## src/shared/corl_pkg.sv

```systemverilog
/*
 * package of the curtain output release logic: register map, field layout,
 * operating mode and policy encodings, timing constants and carrier types.
 * assumes a 10 MHz system clock and a 32-bit apb register bus.
 */
package corl_pkg;

    // ------------------------------------------------------------
    // clock and timing
    // ------------------------------------------------------------
    localparam int unsigned CLK_HZ            = 10000000;
    localparam int unsigned SIMUL_WINDOW_MS   = 500;
    localparam int unsigned SIMUL_WINDOW_CYC  = (CLK_HZ / 1000) * SIMUL_WINDOW_MS;
    localparam int unsigned LINK_EXTRA_US100  = 35;
    localparam int unsigned LINK_EXTRA_CYC    = (CLK_HZ / 10000) * LINK_EXTRA_US100;
    localparam int unsigned RESET_MIN_MS10    = 1;
    localparam int unsigned RESET_MIN_CYC     = ((CLK_HZ / 10) * RESET_MIN_MS10);
    localparam int unsigned RESET_MAX_MS      = 4000;
    localparam int unsigned RESET_MAX_CYC     = (CLK_HZ / 1000) * RESET_MAX_MS;
    localparam int unsigned MAX_RESP_MS       = 99;

    // ------------------------------------------------------------
    // register map (byte addresses)
    // ------------------------------------------------------------
    localparam logic [7:0] ADDR_CTRL    = 8'h00;
    localparam logic [7:0] ADDR_STATUS  = 8'h04;
    localparam logic [7:0] ADDR_TOL     = 8'h08;
    localparam logic [7:0] ADDR_SCANTIM = 8'h0C;

    localparam int unsigned CTRL_BLANK_EN  = 0;
    localparam int unsigned CTRL_LINK_EN   = 1;
    localparam int unsigned CTRL_ERR_CLR   = 2;
    localparam logic [31:0] CTRL_RESET     = 32'h0000_0000;
    localparam logic [15:0] SCANTIM_RESET  = 16'h0064;

    // ------------------------------------------------------------
    // modes and policies
    // ------------------------------------------------------------
    typedef enum logic [2:0] {
        MODE_1 = 3'b001,
        MODE_2 = 3'b010,
        MODE_3 = 3'b011,
        MODE_4 = 3'b100,
        MODE_6 = 3'b110
    } corl_mode_t;

    typedef enum logic [1:0] {
        SINGLE_PASS_POLICY         = 2'b00,
        TWO_PASS_POLICY            = 2'b01,
        ADAPTIVE_MULTI_PASS_POLICY = 2'b10
    } corl_policy_t;

    typedef enum logic [1:0] {
        LNK_OPEN  = 2'b00,
        LNK_WAIT  = 2'b01,
        LNK_OK    = 2'b10,
        LNK_ERROR = 2'b11
    } corl_link_t;

    // one scan result from the beam evaluation
    typedef struct packed {
        logic valid;
        logic violated;
        logic blank_present;
    } corl_scan_t;

endpackage

```

## src/hdl/corl_release.sv

```systemverilog
/*
 * release logic of a light curtain receiver: scan policy, violation run
 * counter, two-channel linkage check, blanking presence and restart
 * interlock, driving two safety switch outputs.
 * assumes scan results and link pins are asynchronous to SYS_CLK_I and
 * are synchronised here; registers are reached over apb.
 */
`timescale 1ns/10ps
`default_nettype none

module corl_release
    import corl_pkg::*;
#(
    parameter int unsigned BEAMS       = 64,
    parameter int unsigned SIMUL_CYC   = SIMUL_WINDOW_CYC,
    parameter int unsigned RST_MIN_CYC = RESET_MIN_CYC,
    parameter int unsigned RST_MAX_CYC = RESET_MAX_CYC
) (
    input  wire logic        SYS_CLK_I,
    input  wire logic        RESET_N_I,
    input  wire logic [2:0]  MODE_I,
    input  wire logic        FUNC_GROUP_SECOND_I,
    input  wire logic        SCAN_VALID_I,
    input  wire logic        SCAN_VIOLATED_I,
    input  wire logic        SCAN_BLANK_PRESENT_I,
    input  wire logic        LINK_CH_A_I,
    input  wire logic        LINK_CH_B_I,
    input  wire logic        RESTART_BUTTON_I,
    input  wire logic        PSEL_I,
    input  wire logic        PENABLE_I,
    input  wire logic        PWRITE_I,
    input  wire logic [7:0]  PADDR_I,
    input  wire logic [31:0] PWDATA_I,
    output logic [31:0]      PRDATA_O,
    output logic             PREADY_O,
    output logic             PSLVERR_O,
    output logic             SAFETY_SWITCH_OUTPUT_A_O,
    output logic             SAFETY_SWITCH_OUTPUT_B_O,
    output logic             LINK_ERROR_O
);

    // ------------------------------------------------------------
    // input synchronisers
    // ------------------------------------------------------------
    logic [9:0] sync1;
    logic [9:0] sync2;
    logic       scan_valid_d;

    always_ff @(posedge SYS_CLK_I or negedge RESET_N_I) begin
        if (!RESET_N_I) begin
            sync1 <= 10'h000;
            sync2 <= 10'h000;
        end else begin
            sync1 <= {MODE_I, RESTART_BUTTON_I, LINK_CH_B_I, LINK_CH_A_I, SCAN_BLANK_PRESENT_I,
                      SCAN_VIOLATED_I, SCAN_VALID_I, FUNC_GROUP_SECOND_I};
            sync2 <= sync1;
        end
    end

    corl_scan_t scan;
    logic       fg_second;
    logic       ch_a;
    logic       ch_b;
    logic       button;
    logic       scan_strobe;

    assign fg_second     = sync2[0];
    assign scan          = {sync2[1], sync2[2], sync2[3]};  // valid, violated, blank_present
    assign ch_a          = sync2[4];
    assign ch_b          = sync2[5];
    assign button        = sync2[6];
    assign scan_strobe   = scan.valid & ~scan_valid_d;

    // mode pins are wiring straps; read once through the synchroniser after reset release
    logic [2:0] mode_q;
    logic       mode_taken;
    logic [1:0] strap_age;

    always_ff @(posedge SYS_CLK_I or negedge RESET_N_I) begin
        if (!RESET_N_I) begin
            mode_q       <= 3'h0;
            mode_taken   <= 1'b0;
            strap_age    <= 2'h0;
            scan_valid_d <= 1'b0;
        end else begin
            scan_valid_d <= scan.valid;
            if (!mode_taken) begin
                // freeze only after the strap has crossed both flops
                mode_q <= sync2[9:7];
                if (strap_age == 2'h2) begin
                    mode_taken <= 1'b1;
                end else begin
                    strap_age <= strap_age + 2'h1;
                end
            end
        end
    end

    // ------------------------------------------------------------
    // registers
    // ------------------------------------------------------------
    logic        blank_en;
    logic        link_en;
    logic [15:0] scan_time_us;
    logic [7:0]  tol_count;

    // ------------------------------------------------------------
    // policy selection
    // ------------------------------------------------------------
    corl_policy_t policy;
    logic [7:0]   threshold;
    logic [16:0]  scan_total;
    logic [15:0]  adapt_cnt;

    always_comb begin
        case (mode_q)
            MODE_3:  policy = fg_second ? SINGLE_PASS_POLICY : TWO_PASS_POLICY;
            MODE_4,
            MODE_6:  policy = ADAPTIVE_MULTI_PASS_POLICY;
            default: policy = SINGLE_PASS_POLICY;
        endcase
    end

    // scan time register in microseconds; linkage adds its fixed delay
    // one spare bit so a long scan time plus the linkage delay cannot wrap
    assign scan_total = 17'(scan_time_us) + (link_en ? 17'(LINK_EXTRA_CYC / 10) : 17'h0);
    assign adapt_cnt  = (scan_total == 17'h0) ? 16'h0001 : 16'((MAX_RESP_MS * 1000) / scan_total);

    always_comb begin
        case (policy)
            SINGLE_PASS_POLICY: threshold = 8'h01;
            TWO_PASS_POLICY:    threshold = 8'h02;
            ADAPTIVE_MULTI_PASS_POLICY:
                threshold = (adapt_cnt > 16'h00FF) ? 8'hFF : ((adapt_cnt == 16'h0000) ? 8'h01 : adapt_cnt[7:0]);
            default:            threshold = 8'h01;
        endcase
    end

    // ------------------------------------------------------------
    // violation run counter
    // ------------------------------------------------------------
    logic [7:0] viol_run;
    logic       field_tripped;
    logic       blank_missing;

    // blanked beams are already masked out of the violation flag upstream
    always_ff @(posedge SYS_CLK_I or negedge RESET_N_I) begin
        if (!RESET_N_I) begin
            viol_run      <= 8'h00;
            field_tripped <= 1'b1;
            blank_missing <= 1'b0;
        end else if (scan_strobe) begin
            blank_missing <= blank_en & ~scan.blank_present;
            // nine-bit sum below: a run saturated at 255 must not wrap to zero
            if (!scan.violated) begin
                viol_run      <= 8'h00;
                field_tripped <= 1'b0;
            end else if ({1'b0, viol_run} + 9'h001 >= {1'b0, threshold}) begin
                viol_run      <= threshold;
                field_tripped <= 1'b1;
            end else begin
                viol_run <= viol_run + 8'h01;
            end
        end
    end

    // ------------------------------------------------------------
    // two-channel linkage with simultaneity window
    // ------------------------------------------------------------
    corl_link_t link_state;
    logic [22:0] simul_cnt;
    logic        link_allowed;
    logic        err_clr;

    // contacts or electronic chaining in modes 1-3, checked the same way in each
    assign link_allowed = link_en && (mode_q == MODE_1 || mode_q == MODE_2 || mode_q == MODE_3);

    // upstream device is trusted to detect cross-connections itself
    always_ff @(posedge SYS_CLK_I or negedge RESET_N_I) begin
        if (!RESET_N_I) begin
            link_state <= LNK_OPEN;
            simul_cnt  <= '0;
        end else begin
            case (link_state)
                LNK_OPEN: begin
                    simul_cnt <= '0;
                    if (ch_a && ch_b)
                        link_state <= LNK_OK;
                    else if (ch_a || ch_b)
                        link_state <= LNK_WAIT;
                end
                LNK_WAIT: begin
                    simul_cnt <= simul_cnt + 23'h1;
                    if (ch_a && ch_b)
                        link_state <= LNK_OK;
                    else if (!ch_a && !ch_b)
                        link_state <= LNK_OPEN;
                    else if (simul_cnt >= 23'(SIMUL_CYC - 1))
                        link_state <= LNK_ERROR;
                end
                LNK_OK: begin
                    if (!ch_a || !ch_b)
                        link_state <= (!ch_a && !ch_b) ? LNK_OPEN : LNK_WAIT;
                    simul_cnt <= '0;
                end
                LNK_ERROR: begin
                    // leaves only with both channels open and software clear
                    if (!ch_a && !ch_b && err_clr)
                        link_state <= LNK_OPEN;
                end
                default: link_state <= LNK_OPEN;
            endcase
        end
    end

    // ------------------------------------------------------------
    // restart interlock
    // ------------------------------------------------------------
    logic        interlock_on;
    logic        locked;
    logic [25:0] press_cnt;
    logic        release_ok;

    assign interlock_on = (mode_q == MODE_4) || (mode_q == MODE_6);
    assign release_ok   = (link_state == LNK_OK) || !link_allowed;

    always_ff @(posedge SYS_CLK_I or negedge RESET_N_I) begin
        if (!RESET_N_I) begin
            locked    <= 1'b1;
            press_cnt <= '0;
        end else begin
            if (button) begin
                if (press_cnt != 26'h3FFFFFF)
                    press_cnt <= press_cnt + 26'h1;
            end else begin
                press_cnt <= '0;
            end
            // stay locked until the strap is read, or the first edges could unlock
            if (!mode_taken) begin
                locked <= 1'b1;
            end else if (!interlock_on) begin
                locked <= 1'b0;
            end else if (field_tripped || blank_missing) begin
                locked <= 1'b1;
            end else if (!button && press_cnt >= 26'(RST_MIN_CYC) &&
                         press_cnt <= 26'(RST_MAX_CYC)) begin
                locked <= 1'b0;
            end
        end
    end

    // ------------------------------------------------------------
    // outputs
    // ------------------------------------------------------------
    logic next_release;

    assign next_release = !field_tripped && !blank_missing && release_ok && !locked;

    always_ff @(posedge SYS_CLK_I or negedge RESET_N_I) begin
        if (!RESET_N_I) begin
            SAFETY_SWITCH_OUTPUT_A_O <= 1'b0;
            SAFETY_SWITCH_OUTPUT_B_O <= 1'b0;
            LINK_ERROR_O             <= 1'b0;
        end else begin
            SAFETY_SWITCH_OUTPUT_A_O <= next_release;
            SAFETY_SWITCH_OUTPUT_B_O <= next_release;
            LINK_ERROR_O             <= (link_state == LNK_ERROR);
        end
    end

    // ------------------------------------------------------------
    // apb slave, zero wait states
    // ------------------------------------------------------------
    logic apb_wr;
    logic apb_rd;
    logic addr_ok;

    assign apb_wr  = PSEL_I & PENABLE_I & PWRITE_I;
    // read data is taken in the setup cycle so it stands through the access cycle
    assign apb_rd  = PSEL_I & ~PENABLE_I & ~PWRITE_I;
    assign addr_ok = (PADDR_I == ADDR_CTRL) || (PADDR_I == ADDR_STATUS) ||
                     (PADDR_I == ADDR_TOL) || (PADDR_I == ADDR_SCANTIM);

    always_ff @(posedge SYS_CLK_I or negedge RESET_N_I) begin
        if (!RESET_N_I) begin
            blank_en     <= CTRL_RESET[CTRL_BLANK_EN];
            link_en      <= CTRL_RESET[CTRL_LINK_EN];
            err_clr      <= 1'b0;
            scan_time_us <= SCANTIM_RESET;
        end else begin
            err_clr <= 1'b0;
            if (apb_wr && PADDR_I == ADDR_CTRL) begin
                blank_en <= PWDATA_I[CTRL_BLANK_EN];
                link_en  <= PWDATA_I[CTRL_LINK_EN];
                err_clr  <= PWDATA_I[CTRL_ERR_CLR];
            end
            if (apb_wr && PADDR_I == ADDR_SCANTIM)
                scan_time_us <= PWDATA_I[15:0];
        end
    end

    assign tol_count = threshold;

    always_ff @(posedge SYS_CLK_I or negedge RESET_N_I) begin
        if (!RESET_N_I) begin
            PRDATA_O  <= 32'h0000_0000;
            PREADY_O  <= 1'b0;
            PSLVERR_O <= 1'b0;
        end else begin
            PREADY_O  <= PSEL_I & ~PENABLE_I;
            PSLVERR_O <= PSEL_I & ~PENABLE_I & ~addr_ok;
            if (apb_rd) begin
                case (PADDR_I)
                    ADDR_CTRL:    PRDATA_O <= {30'h0, link_en, blank_en};
                    ADDR_STATUS:  PRDATA_O <= {24'h0, policy, link_state, blank_missing,
                                               field_tripped, locked, SAFETY_SWITCH_OUTPUT_A_O};
                    ADDR_TOL:     PRDATA_O <= {16'h0, viol_run, tol_count};
                    ADDR_SCANTIM: PRDATA_O <= {16'h0, scan_time_us};
                    default:      PRDATA_O <= 32'h0000_0000;
                endcase
            end
        end
    end

endmodule

`default_nettype wire

```

## config.mk

```make
export PLATFORM = sky130hd
export DESIGN_NAME = corl_release
export DESIGN_NICKNAME = d
export VERILOG_FILES = /design/src/shared/corl_pkg.sv /design/src/hdl/corl_release.sv
export SDC_FILE = /design/constraint.sdc
export NUM_CORES = 1
export LEC_CHECK = 0
export BUFFER_PORTS_ARGS = -buffer_cell sky130_fd_sc_hd__buf_2
export CELL_PAD_IN_SITES_DETAIL_PLACEMENT = 1
export CELL_PAD_IN_SITES_GLOBAL_PLACEMENT = 2
export CORE_MARGIN = 3
export CORE_UTILIZATION = 35
export CTS_CLUSTER_DIAMETER = 60
export DETAILED_ROUTE_END_ITERATION = 8
export GPL_ROUTABILITY_DRIVEN = 0
export PLACE_DENSITY = 0.88
export SETUP_SLACK_MARGIN = 0.3
export SLEW_MARGIN = 20
export SYNTH_ARGS = -nofsm -noshare
export SYNTH_HDL_FRONTEND = slang
export SYNTH_SLANG_ARGS = --single-unit
```

## constraint.sdc

```tcl
create_clock -name SYS_CLK_I -period 84.8 [get_ports SYS_CLK_I]
set_input_delay 16.96 -clock SYS_CLK_I [delete_from_list [all_inputs] [get_ports SYS_CLK_I]]
set_output_delay 16.96 -clock SYS_CLK_I [all_outputs]
set_load 0.005 [all_outputs]
```

==> impl_results.md <==
- Critical path launch point type: register
- Yosys synthesis warning count: 0
- Status: finished clean
- Iter 0 DRT Violations: 2160
- Crit path from: link_en
- FF-to-FF Start: link_en
- Crit path kind: reg2reg
- Worst min-delay path class: reg2reg
- Final min period: between 80000 and 90000 ps
- Cell repeated most along the worst path: a21o_1
- Sequential area share after synthesis: 9.755%
- Starting Density: 35.57%
- Share of cells above drive strength 1: 19.08%
- Num rows: 111
- Hold_sp: sync1[2]
- N_diodes: 0
- Mapped Avg Cell Area: around 7.2 um2
- Root Buffer: clkbuf_16
- Max_cap viols: 0
- Slowest cell delay on critical path: 570 ps
- Worst Skew: 7.486 ps
- Die ar.: 97720 um2
- CP Max Fanout: 10
- CP required: 85100 ps
- Wirelength, routed: 124600 um
- Final worst-path cycle share: 94.82%
- Setup_tns: 0 ps
- Max clock buf depth: 2
- DR vias/cell: 5.936
- Port bufs: 59
- Fmax: 12.44 MHz
- DR DRC count: 0
- Clk sink count: 128
- Mapped Area: approximately 33000 um2
- Rel. slew slack: between 20 and 30%
- Worst EP arrival: 80710 ps
- Nets: 5309
- Largest net degree at the start of global routing: 82
- CTS tree: built
- Slowest CP cell: or4b_4
- Final hold vios: 0
- Core area: ~92000 um2
- Yosys reg bits: 128
- CP endpoint kind: register
- H-tree depth: 4
- Global-route wire length before repair: about 190000 um
- Hold path depth: 0
- Post-route ant nets: 0
- Routed via count: 36.22k
- Predominant post-synthesis flop cell: dfrtp_1
- # hold bufs at CTS: 0
- Synth cell types: between 100 and 150
- Total grt overflow: 0
- CTS buffer count: 17
- HPWL after DPL: ~95000 um
- CTS clk-pin slew, worst paths: 60 ps
- Area grow syn2layout: 18.97%
- Initial antenna violation count: 2
- Horiz. Die Dim: 312.6 um
- Die Height: 312.6 um
- Internal reg-to-reg setup slack: between 4000 and 5000 ps
- Total track usage: 23.65%
- Syn Inst Count: 4574
- Worst-Margin Slew: 1059 ps
- Asr flop ratio synth: 100.0%
- Worst R2R Path Depth: between 400 and 500
- Vias in the first global route: 35.88k
- Drt pass-1 iters: 7
- Post-DR wirelength/cell: 20.42 um
- IO Count: 92
- Clk Latency, worst-skew pair: 420 ps
- Post-synth EDFFs: 0
- Max Transition Viols Final: 0
- Setup violators final: 0
[synth_stat cells, drive strengths merged (72+ instances only)]
cell type / n / area share [%]
nor2: 481 / 5.5
ha: 407 / 15
a21oi: 394 / 6.1
nand2: 378 / 4.3
o21ai: 327 / 5.0
xnor2: 203 / 5.4
inv: 196 / 2.2
a21o: 160 / 3.7
nand3: 146 / 2.3
nand2b: 137 / 2.6
mux2: 127 / 4.3
dfrtp: 123 / 9.4
nor3: 120 / 2.0
xor2: 100 / 2.7
o21a: 98 / 2.2
clkbuf: 89 / 1.0
and2: 72 / 1.4
[critical path, delay by kind of cell, from the launching register on]
| kind | cells | cell delay, ps |
|---|---|---|
| DFF | 1 | 480 |
| AOI/OAI and AO/OA | 216 | 38270 |
| and+or+nand+nor | 146 | 23030 |
| muxes | 11 | 3410 |
| adders and majority gates | 32 | 9640 |
| buffers and inverters | 32 | 5360 |
[per-stage QoR]
stage                     hold WS (ps)  instances  area, um2  setup slack, ps  util [%]
after floorplan                  331.2       4590      33070            324.8         -
after global placement           331.7       5948      35890            -2492     38.80
after detailed placement         336.5       5948      35890            -4176     38.80
after CTS                        345.7       6000      36990            369.8     39.99
after global routing             353.4       6102      39140           -667.9     42.32
final                            345.2       6102      39140             4389     42.32
[cell type report]
type	instances	area, um2
inverter	198	743.2
clock inverter	14	153.9
clock buffer	18	439.2
fill	11694	53360
multi-input combinational	4117	30190
sequential	128	3214
timing repair buffer	384	2840
tap	1243	1555
[routing by layer]
metal  share of wire, %  up-vias  track usage [%]
li1                   -    17511                -
met1                 45    17877            31.24
met3                4.2      136            1.492
met2                 49      696            42.68
met4                2.0        2            4.058
met5              0.010        -                0
[cell families (layout without fill, tap and decap cells)]
logic type               count (synthesis)  count (layout)  synth area share [%]
AO/OA/AOI/OAI                         1497            1497                 30.24
XOR/XNOR                               303             303                 8.066
adder cells (fa/ha/maj)                408             408                 15.54
buffers and inverters                  345             614                 4.221
flip-flops                             128             128                 9.755
multiplexers                           195             195                 6.477
other                                    1              17               0.01140
AND/OR/NAND/NOR                       1697            1697                 25.69
[sequential cells by signal (all words and copies together) (netlist names), 2 cells and up]
register	count
press_cnt	26
simul_cnt	23
PRDATA_O	16
scan_time_us	16
sync1	10
sync2	10
viol_run	8
mode_q	3
link_state	2
strap_age	2
[timing repair]
| action | CTS | global route |
|---|---|---|
| endpoints found under the setup margin | 14 | 14 |
| resized for setup | 88 | 327 |
| pin swaps | 16 | 124 |
| cloned | 0 | 1 |
| buffers inserted | 20 | 101 |
[final timing paths]
| kind | end |
|---|---|
| min | sync2[2] |
| max reg2reg | viol_run[3] |
| min reg2reg | sync2[2] |
| max | viol_run[3] |
| min in group asynchronous | press_cnt[10] |
| max in group asynchronous | scan_time_us[0] |
[placed cells by master (no fill, tap or decap), drive strengths merged, types with 63 or more instances in the layout]
master	instances
a21o	160
a21oi	394
and2	72
and3	63
buf	384
dfrtp	123
ha	407
inv	200
mux2	127
mux2i	67
nand2	378
nand2b	137
nand3	146
nor2	481
nor3	120
o21a	98
o21ai	327
xnor2	203
xor2	100
Power is left out: the tool's default activity adds up to more than one toggle a clock period on the data nets, which glitch-free logic cannot reach.
